`src/include/sleep_wdt_defines.svh`:
```
// Offsets, field positions, reset values and timing counts of the sleep and watchdog block.
// Assumes a 125 MHz core clock that also serves as the oscillator period for start-up timing.
// Operation
// - Power-down is entered only when the core executes the sleep instruction.
// - Watchdog clears on sleep entry, then keeps counting if its mode allows.
// - Sleep entry clears power_down_flag and sets timeout_flag.
// - Core clock stops in sleep; low_freq_osc and secondary oscillator keep running.
// - All I/O ports hold their pre-sleep drive state during power-down.
// - Non-watchdog reset sources act in sleep exactly as when awake.
// - Wake sources: enabled pin, brown-out, power-on resets; watchdog; enabled interrupts.
// - Interrupt wakes only if individually enabled; global_irq_enable never matters.
// - Wake resumes after sleep; with global_irq_enable, then call vector 0004h.
// - Next instruction is prefetched during sleep; software places a no-op if needed.
// - Watchdog counter clears on every wake, whatever the source.
// - Pending enabled interrupt with global enable clear makes sleep a no-op.
// - Interrupt pending during or after sleep wakes at once, flags updated.
// - Crystal modes delay resumption by 1024 oscillator periods; others do not.
// - Watchdog resets device when clear_watchdog_instr is missed within the period.
// - Watchdog time base is solely the 31 kHz low_freq_osc.
// - Two-bit watchdog_mode_cfg selects the mode; 00 keeps watchdog disabled.
// - Mode 11 keeps watchdog active always, sleep included, ignoring software enable.
// - Mode 10 keeps watchdog active awake, disabled asleep, ignoring software enable.
// - Mode 01 makes watchdog active exactly while sw_watchdog_enable is set.
// - watchdog_period_sel sets 1 ms to 256 s; resets restore two seconds.
// - Counter clears on reset, clear, sleep, wake, oscillator fail, disabled, start-up.
// - Watchdog time-out in sleep wakes the device instead of resetting it.
// - Period code 00000 is 1:32 doubling to 10010; higher codes give 1:32.
`ifndef SLEEP_WDT_DEFINES_SVH
`define SLEEP_WDT_DEFINES_SVH

`define ADDR_WATCHDOG_CONTROL    4'h0
`define ADDR_CORE_STATUS_FLAGS   4'h1

`define WDC_PERIOD_MSB           5
`define WDC_PERIOD_LSB           1
`define WDC_SW_ENABLE_BIT        0
`define CSF_TIMEOUT_BIT          4
`define CSF_POWER_DOWN_BIT       3

`define WDT_PERIOD_DEFAULT       5'h0B
`define WDT_PERIOD_MAX           5'h12
`define WDT_PRESCALE_MIN         24'h000020

`define WDT_MODE_OFF             2'h0
`define WDT_MODE_SOFTWARE        2'h1
`define WDT_MODE_NOT_IN_SLEEP    2'h2
`define WDT_MODE_ALWAYS          2'h3

`define ISR_VECTOR               16'h0004

`define CLK_PERIOD_NS            8
`define OSC_PERIOD_NS            8
`define OST_OSC_PERIODS          1024
`define OST_CYCLES               ((`OST_OSC_PERIODS * `OSC_PERIOD_NS + `CLK_PERIOD_NS - 1) / `CLK_PERIOD_NS)

`endif

```
`src/include/sleep_wdt_pkg.sv`:
```
// Types shared by the sleep and watchdog block and its bench.
// Assumes the constants header supplies every number.
package sleep_wdt_pkg;

    typedef enum logic [1:0] {
        ST_AWAKE,
        ST_SLEEP,
        ST_STARTUP
    } power_state_e;

    typedef struct packed {
        logic       rd;
        logic       wr;
        logic [3:0] addr;
        logic [7:0] wdata;
    } reg_req_s;

    typedef struct packed {
        power_state_e st;
        logic [23:0]  wdt_cnt;
        logic [10:0]  ost_cnt;
        logic [4:0]   period_sel;
        logic         sw_enable;
        logic         timeout_flag;
        logic         power_down_flag;
        logic [2:0]   arith_flags;
        logic [7:0]   io_out;
        logic [7:0]   io_oe;
        logic [7:0]   rdata;
        logic         dev_rst;
        logic         wake;
        logic         isr_call;
        logic         core_clk_en;
        logic         osc_run;
    } state_s;

endpackage : sleep_wdt_pkg

```
`src/hw/sleep_and_watchdog_control.sv`:
```
// Sleep sequencing and watchdog timer with its control and status registers.
// Assumes all inputs are synchronous to CLK and the low-frequency tick is one CLK cycle wide.
//
// Our own choices: the register addresses and the plain strobed port.
`timescale 1ns/1ns
`include "sleep_wdt_defines.svh"

module sleep_and_watchdog_control (
    // Clock and reset
    input  wire logic                    CLK,
    input  wire logic                    SYS_RST,
    // Register port
    input  wire sleep_wdt_pkg::reg_req_s REG_REQ,
    output logic [7:0]                   REG_RDATA,
    // Core instruction events
    input  wire logic                    SLEEP_EXEC,
    input  wire logic                    CLEAR_WATCHDOG_INSTR_EXEC,
    // Interrupt state
    input  wire logic [7:0]              IRQ_FLAGS,
    input  wire logic [7:0]              IRQ_ENABLES,
    input  wire logic                    GLOBAL_IRQ_ENABLE,
    // Configuration and clock status
    input  wire logic [1:0]              WATCHDOG_MODE_CFG,
    input  wire logic                    XTAL_MODE,
    input  wire logic                    LOW_FREQ_OSC_TICK,
    input  wire logic                    OSC_FAIL,
    // Reset sources
    input  wire logic                    POWERON_RESET,
    input  wire logic                    BROWNOUT_RESET,
    input  wire logic                    BROWNOUT_RESET_EN,
    input  wire logic                    EXTERNAL_RESET_PIN,
    input  wire logic                    EXTERNAL_RESET_EN,
    // Port drive from the core
    input  wire logic [7:0]              IO_OUT_CORE,
    input  wire logic [7:0]              IO_OE_CORE,
    // Port drive to the pads
    output logic [7:0]                   IO_OUT,
    output logic [7:0]                   IO_OE,
    // Core control
    output logic                         CORE_CLK_EN,
    output logic                         LOW_FREQ_OSC_RUN,
    output logic                         SECONDARY_OSC_RUN,
    output logic                         DEVICE_RESET,
    output logic                         WAKE,
    output logic                         ISR_CALL,
    output logic [15:0]                  ISR_VECTOR
);

    localparam logic [10:0] OST_LOAD = 11'(`OST_CYCLES - 1);

    localparam sleep_wdt_pkg::state_s RST_STATE = '{
        st:              sleep_wdt_pkg::ST_AWAKE,
        wdt_cnt:         24'h000000,
        ost_cnt:         11'h000,
        period_sel:      `WDT_PERIOD_DEFAULT,
        sw_enable:       1'b0,
        timeout_flag:    1'b1,
        power_down_flag: 1'b1,
        arith_flags:     3'h0,
        io_out:          8'h00,
        io_oe:           8'h00,
        rdata:           8'h00,
        dev_rst:         1'b0,
        wake:            1'b0,
        isr_call:        1'b0,
        core_clk_en:     1'b1,
        osc_run:         1'b1
    };

    sleep_wdt_pkg::state_s s;
    sleep_wdt_pkg::state_s next_s;

    logic        irq_pending;
    logic        hard_reset;
    logic        ext_reset;
    logic        any_reset;
    logic        wdt_active;
    logic        wdt_timeout;
    logic        wdt_clear;
    logic        sleep_nop;
    logic [23:0] prescale;

    // Prescale ratio for a period code
    function automatic logic [23:0] prescale_of(input logic [4:0] code);
        if (code <= `WDT_PERIOD_MAX) begin
            prescale_of = `WDT_PRESCALE_MIN << code;
        end else begin
            prescale_of = `WDT_PRESCALE_MIN;
        end
    endfunction : prescale_of

    // Watchdog activity for mode, software enable and sleep state
    function automatic logic active_of(input logic [1:0] mode, input logic sw_en, input logic asleep);
        case (mode)
            `WDT_MODE_ALWAYS:       active_of = 1'b1;
            `WDT_MODE_NOT_IN_SLEEP: active_of = !asleep;
            `WDT_MODE_SOFTWARE:     active_of = sw_en;
            default:                active_of = 1'b0;
        endcase
    endfunction : active_of

    always_comb begin
        irq_pending = |(IRQ_FLAGS & IRQ_ENABLES);
        ext_reset   = EXTERNAL_RESET_PIN && EXTERNAL_RESET_EN;
        hard_reset  = POWERON_RESET || (BROWNOUT_RESET && BROWNOUT_RESET_EN);
        any_reset   = hard_reset || ext_reset;
        sleep_nop   = irq_pending && !GLOBAL_IRQ_ENABLE;
        prescale    = prescale_of(s.period_sel);
        wdt_active  = active_of(WATCHDOG_MODE_CFG, s.sw_enable, s.st != sleep_wdt_pkg::ST_AWAKE);
        // Time base is the low-frequency tick only
        wdt_timeout = wdt_active && LOW_FREQ_OSC_TICK && (s.wdt_cnt == prescale - 24'h000001);

        next_s          = s;
        next_s.dev_rst  = 1'b0;
        next_s.wake     = 1'b0;
        next_s.isr_call = 1'b0;
        next_s.rdata    = 8'h00;
        next_s.osc_run  = 1'b1;

        // Pads follow the core only while awake
        if (s.st == sleep_wdt_pkg::ST_AWAKE) begin
            next_s.io_out = IO_OUT_CORE;
            next_s.io_oe  = IO_OE_CORE;
        end

        if (REG_REQ.wr) begin
            case (REG_REQ.addr)
                `ADDR_WATCHDOG_CONTROL: begin
                    next_s.period_sel = REG_REQ.wdata[`WDC_PERIOD_MSB:`WDC_PERIOD_LSB];
                    next_s.sw_enable  = REG_REQ.wdata[`WDC_SW_ENABLE_BIT];
                end
                `ADDR_CORE_STATUS_FLAGS: begin
                    next_s.arith_flags = REG_REQ.wdata[2:0];
                end
                default: begin
                end
            endcase
        end
        if (REG_REQ.rd) begin
            case (REG_REQ.addr)
                `ADDR_WATCHDOG_CONTROL:  next_s.rdata = {2'h0, s.period_sel, s.sw_enable};
                `ADDR_CORE_STATUS_FLAGS: next_s.rdata = {3'h0, s.timeout_flag, s.power_down_flag, s.arith_flags};
                default:                 next_s.rdata = 8'h00;
            endcase
        end

        case (s.st)
            sleep_wdt_pkg::ST_AWAKE: begin
                // A no-op sleep leaves the watchdog free to expire
                if (SLEEP_EXEC && !sleep_nop) begin
                    // Prefetched instruction runs on resume
                    next_s.st              = sleep_wdt_pkg::ST_SLEEP;
                    next_s.power_down_flag = 1'b0;
                    next_s.timeout_flag    = 1'b1;
                end else if (CLEAR_WATCHDOG_INSTR_EXEC && !SLEEP_EXEC) begin
                    next_s.timeout_flag    = 1'b1;
                    next_s.power_down_flag = 1'b1;
                end else if (wdt_timeout) begin
                    next_s.dev_rst         = 1'b1;
                    next_s.timeout_flag    = 1'b0;
                    next_s.power_down_flag = 1'b1;
                    next_s.period_sel      = `WDT_PERIOD_DEFAULT;
                    next_s.sw_enable       = 1'b0;
                end
            end
            sleep_wdt_pkg::ST_SLEEP: begin
                if (irq_pending || wdt_timeout) begin
                    if (wdt_timeout) begin
                        next_s.timeout_flag    = 1'b0;
                        next_s.power_down_flag = 1'b0;
                    end
                    if (XTAL_MODE) begin
                        next_s.st      = sleep_wdt_pkg::ST_STARTUP;
                        next_s.ost_cnt = OST_LOAD;
                    end else begin
                        next_s.st       = sleep_wdt_pkg::ST_AWAKE;
                        next_s.wake     = 1'b1;
                        next_s.isr_call = GLOBAL_IRQ_ENABLE && irq_pending;
                    end
                end
            end
            sleep_wdt_pkg::ST_STARTUP: begin
                if (s.ost_cnt == 11'h000) begin
                    next_s.st       = sleep_wdt_pkg::ST_AWAKE;
                    next_s.wake     = 1'b1;
                    next_s.isr_call = GLOBAL_IRQ_ENABLE && irq_pending;
                end else begin
                    next_s.ost_cnt = s.ost_cnt - 11'h001;
                end
            end
            default: begin
                next_s.st = sleep_wdt_pkg::ST_AWAKE;
            end
        endcase

        wdt_clear = !wdt_active
            || (s.st == sleep_wdt_pkg::ST_AWAKE && CLEAR_WATCHDOG_INSTR_EXEC && !SLEEP_EXEC)
            || (s.st == sleep_wdt_pkg::ST_AWAKE && next_s.st == sleep_wdt_pkg::ST_SLEEP)
            || (s.st == sleep_wdt_pkg::ST_SLEEP && next_s.st != sleep_wdt_pkg::ST_SLEEP)
            || OSC_FAIL
            || s.st == sleep_wdt_pkg::ST_STARTUP;
        if (wdt_clear) begin
            next_s.wdt_cnt = 24'h000000;
        end else if (wdt_timeout) begin
            next_s.wdt_cnt = 24'h000000;
        end else if (LOW_FREQ_OSC_TICK) begin
            next_s.wdt_cnt = s.wdt_cnt + 24'h000001;
        end

        // Reset sources act the same awake or asleep
        if (any_reset) begin
            next_s.st         = sleep_wdt_pkg::ST_AWAKE;
            next_s.dev_rst    = 1'b1;
            next_s.wake       = 1'b0;
            next_s.isr_call   = 1'b0;
            next_s.wdt_cnt    = 24'h000000;
            next_s.ost_cnt    = 11'h000;
            next_s.period_sel = `WDT_PERIOD_DEFAULT;
            next_s.sw_enable  = 1'b0;
            if (hard_reset) begin
                next_s.timeout_flag    = 1'b1;
                next_s.power_down_flag = 1'b1;
            end
        end

        next_s.core_clk_en = (next_s.st == sleep_wdt_pkg::ST_AWAKE);
    end

    always_ff @(posedge CLK) begin
        if (SYS_RST) begin
            s <= RST_STATE;
        end else begin
            s <= next_s;
        end
    end

    assign REG_RDATA         = s.rdata;
    assign IO_OUT            = s.io_out;
    assign IO_OE             = s.io_oe;
    assign CORE_CLK_EN       = s.core_clk_en;
    assign LOW_FREQ_OSC_RUN  = s.osc_run;
    assign SECONDARY_OSC_RUN = s.osc_run;
    assign DEVICE_RESET      = s.dev_rst;
    assign WAKE              = s.wake;
    assign ISR_CALL          = s.isr_call;
    assign ISR_VECTOR        = `ISR_VECTOR;
endmodule : sleep_and_watchdog_control

```
`config.mk`:
```
export PLATFORM = sky130hd
export DESIGN_NAME = sleep_and_watchdog_control
export DESIGN_NICKNAME = d
export VERILOG_FILES = /design/src/include/sleep_wdt_pkg.sv /design/src/hw/sleep_and_watchdog_control.sv
export VERILOG_INCLUDE_DIRS = /design/src /design/src/include
export SDC_FILE = /design/constraint.sdc
export NUM_CORES = 1
export LEC_CHECK = 0
export CAP_MARGIN = 20
export CORE_MARGIN = 2
export CORE_UTILIZATION = 39
export DETAILED_ROUTE_END_ITERATION = 6
export DONT_BUFFER_PORTS = 1
export HOLD_SLACK_MARGIN = 0.1
export PLACE_DENSITY = 0.5
export SLEW_MARGIN = 0
export SYNTH_ARGS = -nofsm -noshare
export SYNTH_HDL_FRONTEND = slang
export SYNTH_SLANG_ARGS = --single-unit
```
`constraint.sdc`:
```
create_clock -name CLK -period 4.3 [get_ports CLK]
set_input_delay 0.43 -clock CLK [delete_from_list [all_inputs] [get_ports CLK]]
set_output_delay 0.43 -clock CLK [all_outputs]
set_load 0.02 [all_outputs]
```
==> key figures, run 1 <==
Global route
  • Number of global-route vias before repair: 3,425
  • Tot GR Track Use: 0.167
  • First-pass GRT wire length: 16.9 mm
  • Antenna violations before repair: 1
  • Largest net degree at the start of global routing: 24
  • Total congestion overflow: 0

CTS
  • Root buffer cell: clkbuf_16
  • CTS tree: built
  • Clock slew at reported path FFs: 60 ps
  • Clk Latency, worst-skew pair: 340 ps
  • TritonCTS buffer count: 9
  • Clock buffer depth: 2
  • CTS Sinks: 74
  • H-tree levels: 3

Worst setup path
  • Worst setup SP type: flip-flop
  • CP arrival: 4100 ps
  • Critical Path End Type: flip-flop
  • Crit Path Category: reg2reg
  • Worst Path Required: 4540 ps
  • Max FO, Critical Path: 12

Drt
  • Antenna Nets Post-Route: 0
  • Pre-antenna DRT Iters: 5
  • Vias per inst: 5.44
  • DRT iter0 DRCs: 265
  • DR WL/cell: 15.2 µm
  • Vias: 3,718
  • Drt total wl: 10.4 mm
  • DRC violation count after routing: 0

Final layout
  • Final core utilization: 0.425
  • Flip-flop and latch area: 1480 µm²
  • # fillers: 1,135
  • Multi-input logic area: 2650 µm²
  • Finished Cell Area: 4850 µm²
  • Most common cell after layout, fill and taps aside: dfxtp_1
  • Fin cells: 683
  • Commonest non-fill, non-tap cells in the layout: 74 x dfxtp_1, 56 x nand2_1, 55 x nor2_1, 28 x a21oi_1, 26 x nand3_1
  • Layout area overhead: 6.04%
  • Nets: 602
  • Share of cells above drive strength 1: 0.117

Logic synthesis
  • Yosys cell types: 76
  • Synthesized flop and latch total: 74
  • Netlist Area Pre-Place: 4570 µm²
  • Yosys Warn Count: 0
  • EDFF count, synth: 0
  • Synth Instances: 559
  • Register area share after synthesis: 0.324
  • Synth top area cells: dfxtp_1 32%, buf_4 7.4%, nand2_1 4.6%, nor2_1 4.5%, mux2i_1 3.9%
  • Share of the synthesized area in the top cell type: 0.324
  • Leading area contributor after synthesis: dfxtp_1
  • Avg Synthesized Cell Area: 8.18 µm²
  • Share of async-settable or async-resettable flops after synthesis: 0
  • Synth Flop Type: dfxtp_1

Timing
  • Hold Violations, Final: 0
  • Fmax: 259 MHz
  • Sum Neg Setup Slack: 0 ps
  • Clk_skew: 6.59 ps
  • Post-layout min period: 3860 ps
  • Worst-Margin Slew: 662 ps
  • Relative slew slack: 0.555
  • Final worst setup slack: 444 ps
  • RSZ-0062 raised after global routing: no
  • Final Setup Violations: 0
  • Slew Limit Fails: 0
  • Fin crit share: 0.897

Job
  • Max cap viols: 0

Floorplan
  • Initial Utilization: 0.401
  • I/O Pins: 107
  • Core area: 11,400 µm²
  • Die Height: 112 µm
  • Row count: 39
  • Die X: 112 µm
  • Die footprint: 12,600 µm²

Pwr
  • Leakage: 0.00183 µW
  • Maximum VDD drop: 0.194 mV
  • P per Cell Area: 340 nW/µm²

Place
  • DP HPWL: 7.81 mm
  • Cell Area, Placed: 4490 µm²
  • Dpl cells: 664
  • Dpl ws: 310 ps
  • Routability cong.: 0.812
  • Port Buffer Count: 0

Outcome
  • Outcome: completed

Min path
  • Worst min path class: in2reg
[per-stage QoR]
step / hold slack (ps) / total power, µW
after floorplan: 421 / 835
after global placement: 430 / 817
after detailed placement: 448 / 819
after CTS: 139 / 1670
after global routing: 141 / 1710
final: 153 / 1650
[Yosys cell counts, types with 5 or more instances]
cell type and number:
buf_2 7, buf_1 5, buf_4 45, inv_1 15
nor3_1 12, a311oi_1 8, nand4_1 6, and2_1 5
nand2_1 56, clkbuf_1 12, and3_1 6, o21ai_0 18
nand3_1 26, mux2i_1 18, a22oi_1 12, ha_1 7
or3_1 9, dfxtp_1 74, xor2_1 15, nand2b_1 6
xnor2_1 20, nor2_2 10, a21oi_1 28, nor2_1 55
nor2b_1 7
[final cells by class]
type | count | share of cell area
Multi-Input combinational cell | 417 | 0.547
Sequential cell | 74 | 0.305
Clock buffer | 11 | 0.0521
Tap cell | 143 | 0.0369
Timing Repair Buffer | 17 | 0.0289
Clock inverter | 5 | 0.0175
Inverter | 15 | 0.0116
Antenna cell | 1 | 0.000516
[layer usage]
| layer | global-route usage | vias up | wire length (µm) |
|---|---|---|---|
| li1 | - | 1859 | - |
| met1 | 0.229 | 1727 | 5010 |
| met2 | 0.244 | 116 | 4470 |
| met3 | 0.0508 | 16 | 693 |
| met4 | 0.0724 | 0 | 229 |
| met5 | 0 | - | 0 |
[where the power goes]
| part | switching, µW | internal [µW] | total, µW | leakage, µW |
|---|---|---|---|---|
| Sequential | 21.8 | 699 | 720 | 0.000601 |
| Clock | 300 | 543 | 843 | 0.000162 |
| Combinational | 55.3 | 28.4 | 83.7 | 0.00107 |
| Total | 378 | 1270 | 1650 | 0.00183 |
[worst paths after layout]
| path | from | end | slack [ps] | cells past startpoint |
|---|---|---|---|---|
| worst min register to register | s[29]$_SDFFE_PP0P_ | s[29]$_SDFFE_PP0P_ | 460 | 2 |
| worst max-delay path | s[37]$_SDFF_PP0_ | s[46]$_SDFFE_PP0P_ | 440 | 15 |
| worst min-delay path | SYS_RST | s[30]$_SDFFE_PP0P_ | 150 | 1 |
| worst max register to register | s[37]$_SDFF_PP0_ | s[46]$_SDFFE_PP0P_ | 440 | 15 |
[logic make-up (layout without fill, tap and decap cells)]
family | after synthesis | after routing | share of synthesized area
buffers and inverters | 86 | 48 | 0.114
adder cells (fa/ha/maj) | 7 | 7 | 0.0191
flip-flops | 74 | 74 | 0.324
AO/OA/AOI/OAI | 112 | 112 | 0.183
AND/OR/NAND/NOR | 225 | 225 | 0.253
other | 2 | 21 | 0.00164
XOR/XNOR | 35 | 35 | 0.0670
multiplexers | 18 | 18 | 0.0394
[registers in the layout, summed over array words and instances (netlist names)]
name	count
IO_OUT	8
DEVICE_RESET	1
IO_OE	8
ISR_CALL	1
WAKE	1
CORE_CLK_EN	1
s	48
REG_RDATA	6
[repair_timing]
| item | CTS | global route |
|---|---|---|
| endpoints found under the setup margin | 0 | 9 |
| setup buffers | 0 | 1 |
| resized for setup | 0 | 1 |
| hold buffers | 0 | 0 |
[critical path, stage by stage (launching register included)]
cell and delay, ps:
dfxtp_1 440, a211o_1 320, a22oi_1 320, ha_1 310
xnor2_1 120, a2111oi_0 420, buf_4 200, o2111a_1 180
nand3_2 90, nor4b_4 250, buf_4 200, a21boi_2 80
a211oi_2 280, buf_4 240, a21oi_1 80, a311oi_1 240
No activity file was read; power rests on OpenSTA's default activity.
==> inputs of run 2 (changes only) <==
- ABC_AREA: unset -> 1
- SETUP_SLACK_MARGIN: unset -> 0.4
==> run 2 against run 1 <==
Effect of this change: fmax is 11% higher; worst setup slack gained 380 ps; sequential share of layout area down 1.0 points; total power decreased by 1.7%; critical path type unchanged; critical endpoint is now s[64]$_SDFFE_PP0P_.
==> key figures, run 2 <==
Final layout
  • N_diodes: 0
  • Largest register FFs: 48
  • Layout area overhead: 4.72%
  • Reg with most FFs: s
  • Nets: 773
  • Fin cells: 857
  • Share of cells above drive strength 1: 0.114
  • Most common cell after layout, fill and taps aside: nand2_1
  • Commonest non-fill, non-tap cells in the layout: 146 x nand2_1, 121 x nor2_1, 74 x inv_1, 71 x dfxtp_1, 48 x nand3_1
  • Final core utilization: 0.419

Logic synthesis
  • EDFF count, synth: 0
  • Top-count cell post-synth: nand2_1
  • Commonest cells in the netlist: 146 x nand2_1, 122 x nor2_1, 74 x dfxtp_1, 74 x inv_1, 48 x nand3_1
  • Synth Flop Type: dfxtp_1
  • Synth top area cells: dfxtp_1 31%, nand2_1 11%, nor2_1 9.5%, buf_4 6.7%, inv_1 5.8%
  • Synth Instances: 726
  • Avg Synthesized Cell Area: 6.61 µm²
  • Register area share after synthesis: 0.308
  • Share of the synthesized area in the top cell type: 0.308
  • Synthesized flop and latch total: 74
  • Yosys cell types: 41
  • Netlist Area Pre-Place: 4800 µm²
  • Share of async-settable or async-resettable flops after synthesis: 0
  • Leading area contributor after synthesis: dfxtp_1
  • Yosys Warn Count: 0

Place
  • Routability cong.: 0.866
  • DP HPWL: 8.96 mm
  • Dpl cells: 841
  • Port Buffer Count: 0
  • Dpl ws: 650 ps

Pwr
  • P per Cell Area: 322 nW/µm²
  • Switch share: 0.265
  • Register share of total power: 0.447
  • Clock share of power: 0.494
  • Leakage: 0.00220 µW
  • Gate power share: 0.059
  • Cell-internal power: 1190 µW
  • Sw power: 430 µW
  • Maximum VDD drop: 0.212 mV

Global route
  • First-pass GRT wire length: 18.9 mm
  • Antenna violations before repair: 0
  • Total congestion overflow: 0
  • Tot GR Track Use: 0.180
  • Number of global-route vias before repair: 4,008
  • Largest net degree at the start of global routing: 25

Floorplan
  • Core area: 12,000 µm²
  • Initial Utilization: 0.400
  • I/O Pins: 107
  • Die X: 115 µm
  • Row count: 40
  • Die footprint: 13,200 µm²
  • Die Height: 115 µm

Timing
  • Post-layout min period: 3470 ps
  • Hold Violations, Final: 0
  • Clk_skew: 15.8 ps
  • Final Setup Violations: 0
  • Fmax: 288 MHz
  • Fin crit share: 0.807
  • Worst-Margin Slew: 956 ps
  • Relative slew slack: 0.358
  • Sum Neg Setup Slack: 0 ps
  • Slew Limit Fails: 0
  • RSZ-0062 raised after global routing: no
  • Final worst setup slack: 829 ps

Drt
  • Vias per inst: 4.94
  • DR WL/cell: 13.2 µm
  • DRC violation count after routing: 0
  • Pre-antenna DRT Iters: 4
  • Antenna Nets Post-Route: 0
  • Drt total wl: 11.3 mm
  • DRT iter0 DRCs: 177
  • Vias: 4,234

CTS
  • CTS Sinks: 74
  • Setup bufs post-CTS: 0
  • Clock slew at reported path FFs: 70 ps
  • TritonCTS buffer count: 9
  • Clock buffer depth: 2
  • Clk Latency, worst-skew pair: 350 ps
  • H-tree levels: 3
  • CTS tree: built
  • Root buffer cell: clkbuf_16

Outcome
  • Outcome: completed

Worst setup path
  • Most frequent CP cell: nand2_1
  • CP peak stage delay: 410 ps
  • Worst Path Required: 4530 ps
  • Critical Path End Type: flip-flop
  • Worst Setup SP: s[35]$_SDFF_PP1_
  • Critical R2R Launch: s[35]$_SDFF_PP1_
  • R2r endpoint: s[64]$_SDFFE_PP0P_
  • Crit path max-delay family: simple AND/OR/NAND/NOR gates
  • CP arrival: 3700 ps
  • FF-to-FF path depth: 24
  • CP max-delay cell: dfxtp_2
  • Flop2flop setup slack: 830 ps
  • Critical-path cell list: nor2_4 -> nand2_1 -> nand3_1 -> nand2_2 -> inv_2 -> ha_1 -> nand3_2 -> nor2_2 -> nand2_1 -> nand2_1 -> nand3_1 -> nand2_1 -> nor2_1 -> nand2_1 -> nor2_4 -> nand2_4 -> nand3_2 -> a21oi_1 -> nand3_2 -> nand2_1 -> nand2_1 -> nand2_2 -> buf_12 -> nor2_1
  • Max FO, Critical Path: 24
  • Crit Path Category: reg2reg
  • Worst setup SP type: flip-flop
  • Buf/Inv on CP: 2

Min path
  • Start point of the worst hold path: SYS_RST
  • Hold Path Cell Cnt: 1
  • Worst min path class: in2reg
  • Hold path endpoint: s[29]$_SDFFE_PP0P_

Job
  • Max cap viols: 0
run 2: changes by cell type after synthesis, sizes merged, moves of 7 or more:
cell | before | now
xor2 | 15 | 25
a311oi | 9 | 1
a22oi | 12 | 0
nand2 | 57 | 157
nor2b | 7 | 0
buf | 59 | 49
xnor2 | 20 | 6
inv | 15 | 79
o21ai | 19 | 30
mux2i | 18 | 1
nand4 | 6 | 18
nand3 | 27 | 55
or3 | 9 | 0
nor2 | 65 | 152
run 2: worst max path at each step:
stage                          to  slack [ps]  cells after the start
6_report       s[64]$_SDFFE_PP0P_         830                     24
5_1_grt        s[45]$_SDFFE_PP0P_         430                     25
4_1_cts        s[64]$_SDFFE_PP0P_         630                     24
3_5_place_dp   s[61]$_SDFFE_PP0P_         650                     24
3_3_place_gp   s[46]$_SDFFE_PP0P_         660                     22
2_1_floorplan  s[51]$_SDFFE_PP0P_        1370                     26
run 2: cell families (layout without fill, tap and decap cells):
family | count (synthesis) | count (layout) | synth area share
XOR/XNOR | 31 | 31 | 0.0565
flip-flops | 74 | 74 | 0.308
AO/OA/AOI/OAI | 73 | 73 | 0.0860
AND/OR/NAND/NOR | 400 | 400 | 0.379
other | 2 | 20 | 0.00156
buffers and inverters | 138 | 104 | 0.148
adder cells (fa/ha/maj) | 7 | 7 | 0.0182
multiplexers | 1 | 1 | 0.00208
run 2: power by group through the flow:
stage / clock (µW) / sequential [µW] / combinational (µW)
after floorplan: 0 / 722 / 123
after global placement: 0 / 739 / 93.8
after detailed placement: 0 / 738 / 96.2
after CTS: 825 / 723 / 96.2
after global routing: 849 / 725 / 111
final: 799 / 723 / 95.9
run 2: area by class of cell:
type / instances / area, µm²
clock buffers: 9 / 225
clock inverters: 7 / 83.8
fillers: 1306 / 6980
inverters: 82 / 308
multi-input cells: 532 / 2690
flip-flops and latches: 74 / 1490
well taps: 147 / 184
repair buffers: 6 / 57.6
run 2: per-stage QoR:
stage	area (µm²)	power [µW]	hold slack (ps)
after floorplan	4870	844	435
after global placement	4710	832	445
after detailed placement	4710	835	448
after CTS	5020	1640	128
after global routing	5030	1690	132
final	5030	1620	141
run 2: metal layers:
layer,vias to the layer above,global-route usage,wire length [µm]
met5,-,0,0
met3,19,0.0501,546
li1,2207,-,-
met4,0,0.0715,227
met1,1918,0.222,5090
met2,90,0.296,5460
run 2: timing repair:
item,in CTS,in global routing
endpoints found under the setup margin,0,38
hold buffers,0,0
gates resized for setup,0,5
